==> config.mk <==
export PLATFORM = sky130hd
export DESIGN_NAME = dual_timer_event_counter
export DESIGN_NICKNAME = d
export VERILOG_FILES = /design/src/core/tmr_pkg.sv /design/src/core/chan_if.sv /design/src/core/pin_sync.sv /design/src/core/count_chan.sv /design/src/core/dual_timer_event_counter.sv
export SDC_FILE = /design/constraint.sdc
export NUM_CORES = 1
export LEC_CHECK = 0
export BUFFER_PORTS_ARGS = -buffer_cell sky130_fd_sc_hd__buf_4
export CORE_MARGIN = 1
export CORE_UTILIZATION = 35
export DETAILED_ROUTE_END_ITERATION = 10
export SETUP_SLACK_MARGIN = 0.02
export SYNTH_ARGS = -nofsm -noshare
export SYNTH_HDL_FRONTEND = slang
export SYNTH_SLANG_ARGS = --single-unit
==> constraint.sdc <==
create_clock -name core_clk -period 2.5 [get_ports core_clk]
set_input_delay 0.375 -clock core_clk [delete_from_list [all_inputs] [get_ports core_clk]]
set_output_delay 0.375 -clock core_clk [all_outputs]
set_load 0.03 [all_outputs]
==> src/core/tmr_pkg.sv <==
// constants, register map and mode type of the dual timer / event counter
package tmr_pkg;
  localparam int ADDR_W = 4;
  localparam int DATA_W = 8;

  localparam logic [3:0] OFF_MODE   = 4'h0;
  localparam logic [3:0] OFF_CTRL   = 4'h1;
  localparam logic [3:0] OFF_LOW0   = 4'h2;
  localparam logic [3:0] OFF_HIGH0  = 4'h3;
  localparam logic [3:0] OFF_LOW1   = 4'h4;
  localparam logic [3:0] OFF_HIGH1  = 4'h5;
  localparam logic [3:0] OFF_STATUS = 4'h6;
  localparam logic [3:0] OFF_CLEAR  = 4'h7;
  localparam logic [3:0] OFF_ENABLE = 4'h8;
  localparam logic [3:0] OFF_CONFIG = 4'h9;

  // mode_register: per channel nibble {gating_select, source_select, mode_select_high, mode_select_low}
  localparam int MODE_NIB_W  = 4;
  localparam int MODE_GATE_B = 3;
  localparam int MODE_SRC_B  = 2;
  localparam int MODE_SEL_HB = 1;

  // control_register fields: channel 0 at these, channel 1 two bits higher
  localparam int CTRL_TYPE_B = 0;
  localparam int CTRL_EXT_B  = 1;
  localparam int CTRL_RUN_B  = 4;
  localparam int CTRL_OVF_B  = 5;
  localparam int CTRL_CH_STEP = 2;

  // status / clear / enable layout
  localparam int ST_OVF0 = 0;
  localparam int ST_OVF1 = 1;
  localparam int ST_EXT0 = 2;
  localparam int ST_EXT1 = 3;
  localparam int ST_W    = 4;

  localparam int CFG_DS_B = 0;

  localparam logic [7:0] RST_BYTE = 8'h00;
  localparam logic [7:0] ALL_ONES = 8'hff;
  localparam logic [4:0] PRE_TOP  = 5'h1f;

  // core clocks per peripheral cycle: standard and double speed
  localparam logic [3:0] CYC_STD = 4'hc;
  localparam logic [3:0] CYC_X2  = 4'h6;

  typedef enum logic [1:0] {MODE_13, MODE_16, MODE_RELOAD, MODE_SPLIT} mode_t;
endpackage

==> src/core/chan_if.sv <==
// control and count signals between the register block and one channel
`timescale 1ns/1ps
interface chan_if;
  import tmr_pkg::*;
  logic        tick;
  logic        run;
  logic        alt_run;
  logic        gate;
  logic        src_sel;
  mode_t       mode;
  logic        cnt_pin;
  logic        gate_pin;
  logic        wr_low;
  logic        wr_high;
  logic [7:0]  wdata;
  logic [7:0]  low;
  logic [7:0]  high;
  logic        ovf;
  logic        alt_ovf;
  modport ctl (output tick, run, alt_run, gate, src_sel, mode, cnt_pin, gate_pin,
               output wr_low, wr_high, wdata, input low, high, ovf, alt_ovf);
  modport cnt (input tick, run, alt_run, gate, src_sel, mode, cnt_pin, gate_pin,
               input wr_low, wr_high, wdata, output low, high, ovf, alt_ovf);
endinterface

==> src/core/pin_sync.sv <==
// two-flop synchroniser for the external pins
`timescale 1ns/1ps
module pin_sync #(
  parameter int W = 4
) (
  input  wire logic         core_clk,
  input  wire logic         nrst,
  input  wire logic [W-1:0] pins,
  output logic      [W-1:0] pins_sync
);
  logic [W-1:0] meta_reg;
  always_ff @(posedge core_clk or negedge nrst) begin
    if (!nrst) begin
      meta_reg  <= '1;
      pins_sync <= '1;
    end else begin
      meta_reg  <= pins;
      pins_sync <= meta_reg;
    end
  end
endmodule

==> src/core/count_chan.sv <==
// one timer / event counter channel with its two count bytes
`timescale 1ns/1ps
module count_chan #(
  parameter bit IS_CH0 = 1'b1
) (
  input wire logic core_clk,
  input wire logic nrst,
  chan_if.cnt      ch
);
  import tmr_pkg::*;
  logic [7:0] low_reg, low_next, high_reg, high_next;
  logic       pin_prev_reg, fall, src_evt, inc, alt_inc;
  logic       ovf, alt_ovf;

  assign fall    = ch.tick & pin_prev_reg & ~ch.cnt_pin;
  assign src_evt = ch.src_sel ? fall : ch.tick;
  assign inc     = ch.run & (~ch.gate | ch.gate_pin) & src_evt;
  assign alt_inc = ch.alt_run & ch.tick;

  always_ff @(posedge core_clk or negedge nrst) begin
    if (!nrst) begin
      pin_prev_reg <= 1'b1;
    end else if (ch.tick) begin
      pin_prev_reg <= ch.cnt_pin;
    end
  end

  always_comb begin
    low_next  = low_reg;
    high_next = high_reg;
    ovf       = 1'b0;
    alt_ovf   = 1'b0;
    case (ch.mode)
      MODE_13: begin
        if (inc) begin
          low_next[4:0] = low_reg[4:0] + 5'h01;
          if (low_reg[4:0] == PRE_TOP) begin
            high_next = high_reg + 8'h01;
            ovf       = (high_reg == ALL_ONES);
          end
        end
      end
      MODE_16: begin
        if (inc) begin
          {high_next, low_next} = {high_reg, low_reg} + 16'h0001;
          ovf = ({high_reg, low_reg} == {ALL_ONES, ALL_ONES});
        end
      end
      MODE_RELOAD: begin
        if (inc) begin
          if (low_reg == ALL_ONES) begin
            low_next = high_reg;
            ovf      = 1'b1;
          end else begin
            low_next = low_reg + 8'h01;
          end
        end
      end
      MODE_SPLIT: begin
        if (IS_CH0) begin
          if (inc) begin
            low_next = low_reg + 8'h01;
            ovf      = (low_reg == ALL_ONES);
          end
          if (alt_inc) begin
            high_next = high_reg + 8'h01;
            alt_ovf   = (high_reg == ALL_ONES);
          end
        end
      end
      default: begin
        low_next = low_reg;
      end
    endcase
    if (ch.wr_low) begin
      low_next = ch.wdata;
    end
    if (ch.wr_high) begin
      high_next = ch.wdata;
    end
  end

  always_ff @(posedge core_clk or negedge nrst) begin
    if (!nrst) begin
      low_reg  <= RST_BYTE;
      high_reg <= RST_BYTE;
    end else begin
      low_reg  <= low_next;
      high_reg <= high_next;
    end
  end

  assign ch.low     = low_reg;
  assign ch.high    = high_reg;
  assign ch.ovf     = ovf;
  assign ch.alt_ovf = alt_ovf;
endmodule

==> src/core/dual_timer_event_counter.sv <==
// dual 16-bit timer / event counter with register port and interrupt
//
// Design decisions made here: the register offsets and the address-and-strobe port.
`timescale 1ns/1ps
module dual_timer_event_counter (
  input  wire logic                      core_clk,
  input  wire logic                      nrst,
  input  wire logic [tmr_pkg::ADDR_W-1:0] addr,
  input  wire logic [tmr_pkg::DATA_W-1:0] wdata,
  input  wire logic                      wr_stb,
  input  wire logic                      rd_stb,
  output logic      [tmr_pkg::DATA_W-1:0] rdata,
  input  wire logic                      chan0_count_pin,
  input  wire logic                      chan1_count_pin,
  input  wire logic                      external_irq0_pin_n,
  input  wire logic                      external_irq1_pin_n,
  input  wire logic [tmr_pkg::ST_W-1:0]  svc_ack,
  output logic                           irq
);
  import tmr_pkg::*;

  function automatic logic hit(input logic [ADDR_W-1:0] a, input logic [3:0] off);
    hit = (a == off);
  endfunction

  logic [7:0]      mode_reg;
  logic [7:0]      ctrl_reg, ctrl_next;
  logic [ST_W-1:0] status_reg, status_next;
  logic [ST_W-1:0] enable_reg;
  logic            ds_reg;
  logic [3:0]      div_reg;
  logic            tick;
  logic [3:0]      pins_s;
  logic [1:0]      ext_prev_reg;
  logic [1:0]      ext_set;
  logic [1:0]      ovf_set;
  logic            split;

  chan_if chn[2] ();

  // pin synchroniser: {irq1, irq0, count1, count0}
  pin_sync #(.W(4)) u_sync (
    .core_clk  (core_clk),
    .nrst      (nrst),
    .pins      ({external_irq1_pin_n, external_irq0_pin_n, chan1_count_pin, chan0_count_pin}),
    .pins_sync (pins_s)
  );

  // peripheral cycle divider
  always_ff @(posedge core_clk or negedge nrst) begin
    if (!nrst) begin
      div_reg <= 4'h0;
    end else if (tick) begin
      div_reg <= 4'h0;
    end else begin
      div_reg <= div_reg + 4'h1;
    end
  end
  assign tick = (div_reg >= ((ds_reg ? CYC_X2 : CYC_STD) - 4'h1));

  assign split = (mode_t'(mode_reg[MODE_SEL_HB:0]) == MODE_SPLIT);

  genvar gi;
  generate
    for (gi = 0; gi < 2; gi++) begin : g_chan
      localparam int NB = gi * MODE_NIB_W;
      localparam int CB = gi * CTRL_CH_STEP;
      localparam logic [3:0] OFF_L = gi ? OFF_LOW1 : OFF_LOW0;
      localparam logic [3:0] OFF_H = gi ? OFF_HIGH1 : OFF_HIGH0;
      assign chn[gi].tick     = tick;
      assign chn[gi].mode     = mode_t'(mode_reg[NB+MODE_SEL_HB -: 2]);
      assign chn[gi].src_sel  = mode_reg[NB+MODE_SRC_B];
      assign chn[gi].cnt_pin  = pins_s[gi];
      assign chn[gi].gate_pin = pins_s[2+gi];
      assign chn[gi].wr_low   = wr_stb & hit(addr, OFF_L);
      assign chn[gi].wr_high  = wr_stb & hit(addr, OFF_H);
      assign chn[gi].wdata    = wdata;
      count_chan #(.IS_CH0(gi == 0)) u_chan (
        .core_clk (core_clk),
        .nrst     (nrst),
        .ch       (chn[gi])
      );
    end
  endgenerate

  // channel 0 run/gate; its high byte borrows channel 1 run in split mode
  assign chn[0].run     = ctrl_reg[CTRL_RUN_B];
  assign chn[0].gate    = mode_reg[MODE_GATE_B];
  assign chn[0].alt_run = split & ctrl_reg[CTRL_RUN_B+CTRL_CH_STEP];
  // in split mode channel 1 runs freely without raising its flag
  assign chn[1].run     = split | ctrl_reg[CTRL_RUN_B+CTRL_CH_STEP];
  assign chn[1].gate    = ~split & mode_reg[MODE_NIB_W+MODE_GATE_B];
  assign chn[1].alt_run = 1'b0;

  assign ovf_set[0] = chn[0].ovf;
  assign ovf_set[1] = split ? chn[0].alt_ovf : chn[1].ovf;

  // external irq flags: falling edge when type set, low level otherwise
  always_ff @(posedge core_clk or negedge nrst) begin
    if (!nrst) begin
      ext_prev_reg <= 2'b11;
    end else begin
      ext_prev_reg <= pins_s[3:2];
    end
  end
  always_comb begin
    for (int i = 0; i < 2; i++) begin
      ext_set[i] = ctrl_reg[CTRL_TYPE_B+i*CTRL_CH_STEP] ? (ext_prev_reg[i] & ~pins_s[2+i])
                                                       : ~pins_s[2+i];
    end
  end

  // control register: software write, service clears, hardware sets win
  always_comb begin
    ctrl_next = ctrl_reg;
    if (wr_stb && hit(addr, OFF_CTRL)) begin
      ctrl_next = wdata;
    end
    for (int i = 0; i < 2; i++) begin
      if (svc_ack[ST_OVF0+i]) begin
        ctrl_next[CTRL_OVF_B+i*CTRL_CH_STEP] = 1'b0;
      end
      if (svc_ack[ST_EXT0+i]) begin
        ctrl_next[CTRL_EXT_B+i*CTRL_CH_STEP] = 1'b0;
      end
      if (ovf_set[i]) begin
        ctrl_next[CTRL_OVF_B+i*CTRL_CH_STEP] = 1'b1;
      end
      if (ext_set[i]) begin
        ctrl_next[CTRL_EXT_B+i*CTRL_CH_STEP] = 1'b1;
      end
    end
  end

  always_ff @(posedge core_clk or negedge nrst) begin
    if (!nrst) begin
      ctrl_reg <= RST_BYTE;
    end else begin
      ctrl_reg <= ctrl_next;
    end
  end

  always_ff @(posedge core_clk or negedge nrst) begin
    if (!nrst) begin
      mode_reg <= RST_BYTE;
    end else if (wr_stb && hit(addr, OFF_MODE)) begin
      mode_reg <= wdata;
    end
  end

  always_ff @(posedge core_clk or negedge nrst) begin
    if (!nrst) begin
      ds_reg <= 1'b0;
    end else if (wr_stb && hit(addr, OFF_CONFIG)) begin
      ds_reg <= wdata[CFG_DS_B];
    end
  end

  // sticky interrupt status, enable and write-one clear
  always_comb begin
    status_next = status_reg;
    if (wr_stb && hit(addr, OFF_CLEAR)) begin
      status_next = status_reg & ~wdata[ST_W-1:0];
    end
    status_next = status_next | {ext_set, ovf_set};
  end

  always_ff @(posedge core_clk or negedge nrst) begin
    if (!nrst) begin
      status_reg <= '0;
    end else begin
      status_reg <= status_next;
    end
  end

  always_ff @(posedge core_clk or negedge nrst) begin
    if (!nrst) begin
      enable_reg <= '0;
    end else if (wr_stb && hit(addr, OFF_ENABLE)) begin
      enable_reg <= wdata[ST_W-1:0];
    end
  end

  assign irq = |(status_reg & enable_reg);

  // read port: data valid only in the cycle after the strobe
  always_ff @(posedge core_clk or negedge nrst) begin
    if (!nrst) begin
      rdata <= RST_BYTE;
    end else if (!rd_stb) begin
      rdata <= RST_BYTE;
    end else begin
      case (addr)
        OFF_MODE:   rdata <= mode_reg;
        OFF_CTRL:   rdata <= ctrl_reg;
        OFF_LOW0:   rdata <= chn[0].low;
        OFF_HIGH0:  rdata <= chn[0].high;
        OFF_LOW1:   rdata <= chn[1].low;
        OFF_HIGH1:  rdata <= chn[1].high;
        OFF_STATUS: rdata <= {4'h0, status_reg};
        OFF_ENABLE: rdata <= {4'h0, enable_reg};
        OFF_CONFIG: rdata <= {7'h00, ds_reg};
        default:    rdata <= RST_BYTE;
      endcase
    end
  end

  logic [15:0] cnt0;
  logic        quiet0;
  assign cnt0   = {chn[0].high, chn[0].low};
  assign quiet0 = !chn[0].wr_low && !chn[0].wr_high;

  // last pin sample at a tick, kept apart from the channel's own copy
  logic pin0_prev_reg;
  logic pin0_fall;
  always_ff @(posedge core_clk or negedge nrst) begin
    if (!nrst) begin
      pin0_prev_reg <= 1'b1;
    end else if (tick) begin
      pin0_prev_reg <= chn[0].cnt_pin;
    end
  end
  assign pin0_fall = tick & pin0_prev_reg & ~chn[0].cnt_pin;
endmodule

## Word-level counts from Yosys, hierarchy flattened

Cells that the tools add are included.

| word-level totals | value |
|---|---|
| bits in registers | 81 |
| logic and storage cells | 183 |
| input port bits | 24 |

| operators by class | value |
|---|---|
| magnitude comparators | 1 |
| eq/ne operators | 36 |
| reductions and logical operators | 24 |
| $add $sub $neg | 10 |
| bitwise operators | 31 |
| mux-type cells | 59 |

Operator list:

| cell | number |
|---|---|
| $mux W8 | 20 |
| $pmux W8 S9 | 1 |
| $ne A3 B2 Y1 const B | 12 |
| $add A16 B1 Y16 const B | 2 |
| $add A8 B1 Y8 const B | 4 |
| $eq A16 B16 Y1 const B | 2 |
| $eq A8 B8 Y1 const B | 4 |
| $mux W1 | 25 |
| $pmux W8 S3 | 1 |
| $pmux W5 S4 | 1 |
| $reduce_bool A3 Y1 | 6 |
| $and A1 B1 Y1 | 17 |
| $eq A4 B3 Y1 const B | 4 |
| $pmux W8 S2 | 1 |
| $reduce_and A4 Y1 | 4 |
| $pmux W5 S3 | 1 |
| $mux W4 | 3 |
| $reduce_bool A4 Y1 | 3 |
| $add A5 B1 Y5 const B | 2 |
| $eq A5 B5 Y1 const B | 2 |
| $mux W5 | 2 |
| $pmux W3 S3 | 1 |
| $and A4 B4 Y4 | 2 |
| $eq A4 B2 Y1 const B | 2 |
| 21 further kinds | 39 |

## Depth between registers and ports, before layout

| depth | value |
|---|---|
| word-level depth | 11 |
| gate-level depth with buffers | 8 |

## Hierarchy

A second synthesis with hierarchy kept.

| second synthesis, totals | value |
|---|---|
| cells, all modules | 529 |
| area total of the unflattened synthesis | 5203.7 µm² |

Modules (own cells, without submodules):

| module | times used | area each (µm²) | cells each | seq. area each (µm²) |
|---|---|---|---|---|
| dual_timer_event_counter | 1 | 2224.6 | 202 | 978.4 |
| count_chan at g_chan[0].u_chan | 1 | 1406.3 | 158 | 426.7 |
| count_chan at g_chan[1].u_chan | 1 | 1362.6 | 161 | 426.7 |
| pin_sync | 1 | 210.2 | 8 | 210.2 |

## Least setup slack after synthesis

OpenSTA, ideal clock, no wires.

| timing | value |
|---|---|
| path type | reg-to-reg |
| start | register g_chan[1].u_chan.low_reg[0] |
| end | register g_chan[1].u_chan.high_reg[7] |
| setup time | 82 ps |
| data arrival time | 2015 ps |
| period minus slack after synthesis | 2097 ps |
| setup slack | 403 ps |
| stages on the path, launching flop included | 9 |
| cell sequence | dfrtp_1 -> ha_1 -> and3_1 -> ha_1 -> mux2i_1 -> a21oi_2 -> nand3_1 -> or4_1 -> a31oi_1 |

| on the way | value |
|---|---|
| word-level cells in the longest chain between the ends | 4 |

Ends and longest elaborated chain:

| what | line | RTL |
|---|---|---|
| start: declaration | count_chan.sv:11 | `logic [7:0] low_reg, low_next, high_reg, high_next;` |
| start signal: assignment | count_chan.sv:88 | `low_reg <= low_next;` |
| $add A16 B1 Y16 | count_chan.sv:45 | `{high_next, low_next} = {high_reg, low_reg} + 16'h0001;` |
| $mux W8 | count_chan.sv:44 | `if (inc) begin` |
| $pmux W8 S2 | count_chan.sv:33 | `case (ch.mode)` |
| $mux W8 | count_chan.sv:78 | `if (ch.wr_high) begin` |
| end signal: assignment | count_chan.sv:89 | `high_reg <= high_next;` |
| end: declaration | count_chan.sv:11 |  |

Several ways; a longest one is shown, not always the timed one. The select of a mux whose other input is x is not followed.
A chain may end at the register's enable or synchronous reset.

## Final worst setup path

| timing | value |
|---|---|
| start | register g_chan[0].u_chan.low_reg[0] |
| end | register g_chan[0].u_chan.high_reg[7] |

| on the way | value |
|---|---|
| word-level cells in the longest chain between the ends | 4 |

Ends and longest elaborated chain:

| what | line |
|---|---|
| start: declaration | count_chan.sv:11 |
| start signal: assignment | count_chan.sv:88 |
| $add A16 B1 Y16 | count_chan.sv:45 |
| $mux W8 | count_chan.sv:44 |
| $pmux W8 S3 | count_chan.sv:33 |
| $mux W8 | count_chan.sv:78 |
| end signal: assignment | count_chan.sv:89 |
| end: declaration | count_chan.sv:11 |

Several ways; a longest one is shown, not always the timed one. The select of a mux whose other input is x is not followed.

==> results.py <==
metrics = {
    "outcome": {
        "status": "finished clean",
    },
    "routing": {
        "wl_um": 15500,
        "wl_met2_um": 7220,
        "ant_nets": 0,
        "first_pass_iters": 5,
        "drt-initial-drc-count": 380,
        "wl_met1_um": 7030,
        "topRoutingLayerUsed": "met4",
        "post-route-drc-count": 0,
        "wl_met3_um": 912,
        "wl_per_cell_um": 20.1,
        "viasPerCell": 5.81,
        "vias": 4465,
    },
    "clock_network": {
        "cts.path.max_buffers": 2,
        "cts_tree": "done",
        "cts_buffers": 9,
        "insertion_delay_ps": 350,
        "cts_max_level": 3,
        "clock-root-buffer": "clkbuf_16",
        "clk_pin_slew_worst_paths_ps": 60,
        "cts_sinks": 81,
    },
    "critical_path": {
        "critPathRequiredTime_ps": 2760,
        "arrival_ps": 2560,
        "r2r_cells": 7,
        "path_buf_inv": 0,
        "reg2reg_slack_ps": 200,
        "endpoint_kind": "flip-flop",
        "cpLargestDelayFamily": "simple AND/OR/NAND/NOR gates",
        "worstSetupStartpointType": "flip-flop",
        "cpMaxStageDelayCell": "or4_1",
        "path_class": "flip-flop to flip-flop",
        "critPathMaxStageDelay_ps": 500,
        "worstPathCellList": "ha_2 -> and3_1 -> ha_1 -> o221a_4 -> o211ai_4 -> or4_1 -> a31oi_1",
        "r2r-end": "g_chan[0].u_chan.ch.high[7]",
        "crit_fanout": 14,
        "reg2reg_from": "g_chan[0].u_chan.ch.low[0]",
    },
    "timing": {
        "max_slew_margin_pct": 40.1,
        "finalClockSkew_ps": 7.35,
        "fin_crit_sh_pct": 91.9,
        "fin_ws_ps": 202,
        "period_needed_ps": 2300,
        "setup_tns_ps": 0,
        "grt_setup_unrepaired": "false",
        "slew_viol_final": 0,
        "worst_pin_slew_ps": 898,
        "setup_violations": 0,
        "hold_violations": 0,
        "max_freq_mhz": 435,
    },
    "logic_synthesis": {
        "synth-edff-count": 0,
        "synth.net_count": 589,
        "yosysWarnings": 0,
        "syn_area_mm2": 0.00522,
        "ys_seq_area_share_pct": 39.2,
        "ys_types": 77,
        "avgSynthCellArea_um2": 9.53,
        "synth_flop_cell": "dfrtp_1",
        "synthCells": 547,
        "ys_ff_latch": 81,
        "async_reset_ff_share_pct": 100,
    },
    "placement": {
        "portBuffers": 32,
        "dp_hpwl_um": 11200,
        "post-place-ws_ps": 139,
        "placed_cells": 752,
        "dpl-instance-area_mm2": 0.00567,
        "place.gp.congestion": 0.915,
    },
    "hold_path": {
        "holdPathEnd": "u_sync.meta_reg[3]",
        "hold_path_depth": 1,
        "min_path_type": "primary input to flip-flop",
        "min_from": "external_irq1_pin_n",
    },
    "grt": {
        "grt_pass1_wl_um": 24200,
        "track_usage_pct": 21.4,
        "grt_pass1_vias": 4313,
        "grt_max_degree": 71,
        "grt_overflow": 0,
        "antenna_found_initial": 0,
    },
    "floorplanning": {
        "die_h_um": 124,
        "start_util_pct": 35.9,
        "die-area_mm2": 0.0154,
        "io_pins": 33,
        "coreArea_mm2": 0.0145,
        "die_w_um": 124,
        "std_cell_rows": 44,
    },
    "layout": {
        "instances_no_fill": 769,
        "area_growth_syn_to_layout_pct": 14.7,
        "fin_area_mm2": 0.00598,
        "nets": 622,
        "num_antenna_cells": 0,
        "layout-drive-gt1-share_pct": 22.7,
    },
    "power_and_ir_drop": {
        "powerDensity_mw_per_mm2": 945,
        "vdd_ir_drop_max_uv": 394,
        "power.leakage_nw": 2.45,
    },
    "job": {
        "max-cap-violations": 0,
    },
}
[cell families (layout without fill, tap and decap cells)]
family | count (synthesis) | count (layout) | synth area share, %
simple gates | 208 | 208 | 21.9
compound gates | 138 | 138 | 19.3
flops | 81 | 81 | 39.2
buf+inv | 49 | 87 | 4.22
mux | 46 | 46 | 9.96
fa+ha+maj | 18 | 18 | 4.32
xor+xnor | 7 | 7 | 1.18
[final cells by class]
class / instances / area, um^2
Clock buffer: 10 / 239
Clock inverter: 6 / 65.1
Fill cell: 1430 / 8550
Inverter: 22 / 82.6
Multi-Input combinational cell: 417 / 2960
Sequential cell: 81 / 2040
Tap cell: 184 / 230
Timing Repair Buffer: 49 / 368
[metrics by stage]
step	power (mW)	utilization [%]	hold WS [ps]
floorplan	3.56	-	79.4
global placement	4.23	39.0	346
detailed placement	4.28	39.0	347
CTS	5.65	41.1	118
global route	6.01	41.2	119
finish	5.65	41.2	127
[layer usage]
layer | track usage, % | up-vias
li1 | - | 2102
met3 | 5.13 | 24
met1 | 29.0 | 2220
met2 | 33.6 | 119
met4 | 6.55 | 0
met5 | 0 | -
[power by group]
part | total, mW | internal [mW] | switching, mW
sequential | 2.19 | 1.67 | 0.528
clock | 1.35 | 0.802 | 0.548
combinational | 2.11 | 0.906 | 1.20
[layout by cell type, fill, tap and decap left out, types with 5 or more instances in the layout]
cell type  Yosys  final
nand2b_1       5      5
and3_1         5      5
clkbuf_16      0      9
o211ai_1       5      5
a22oi_1       11     11
o31ai_1       13     13
inv_1         22     22
o21ai_0       20     20
mux2_2        26     26
nand4_1       10     10
nor2_1        38     38
nand2_1       60     60
a31oi_1       15     15
mux2i_1       17     17
o22ai_1        6      6
buf_4          2     49
nor2b_1       16     16
nor3_1        10     10
or3_1          7      7
xnor2_1        6      6
or4_1          7      7
o2bb2ai_1      6      6
dfrtp_1       69     69
a21oi_1       22     22
ha_1          18     17
nand3_1       19     19
dfstp_2       12     12
[worst reg2reg max path, cell delays in order (launching register included)]
cell and delay [ps]:
dfrtp_1 480, ha_2 290, and3_1 180, ha_1 190, o221a_4 230, o211ai_4 150, or4_1 500, a31oi_1 190
[cells in the mapped netlist, drive strengths merged, types with 15 or more instances]
cell type / count / area, um^2
dfrtp: 69 / 1730
nand2: 61 / 231
ha: 18 / 225
mux2i: 17 / 170
a31oi: 15 / 93.8
mux2: 27 / 304
buf: 17 / 98.8
nor2: 38 / 143
o21ai: 24 / 135
a21oi: 23 / 119
nand3: 22 / 125
nor2b: 16 / 100
inv: 22 / 82.6
[timing repair]
item,4_1_cts,5_1_grt
hold endpoints to repair,0,0
setup buffers,0,1
hold buffers,0,0
endpoints found under the setup margin,0,11
resized for setup,0,1
[how the worst max path moves through the flow]
stage	slack, ps	start	cells after the start	to
floorplan	400	g_chan[1].u_chan.ch.low[0]	8	g_chan[1].u_chan.ch.high[7]
global placement	220	ds_reg	7	g_chan[1].u_chan.ch.high[7]
detailed placement	140	ds_reg	7	g_chan[1].u_chan.ch.high[7]
CTS	100	ds_reg	7	g_chan[1].u_chan.ch.high[7]
global route	50	ds_reg	7	g_chan[1].u_chan.ch.high[7]
finish	200	g_chan[0].u_chan.ch.low[0]	7	g_chan[0].u_chan.ch.high[7]
(Power assumes the default switching activity.)
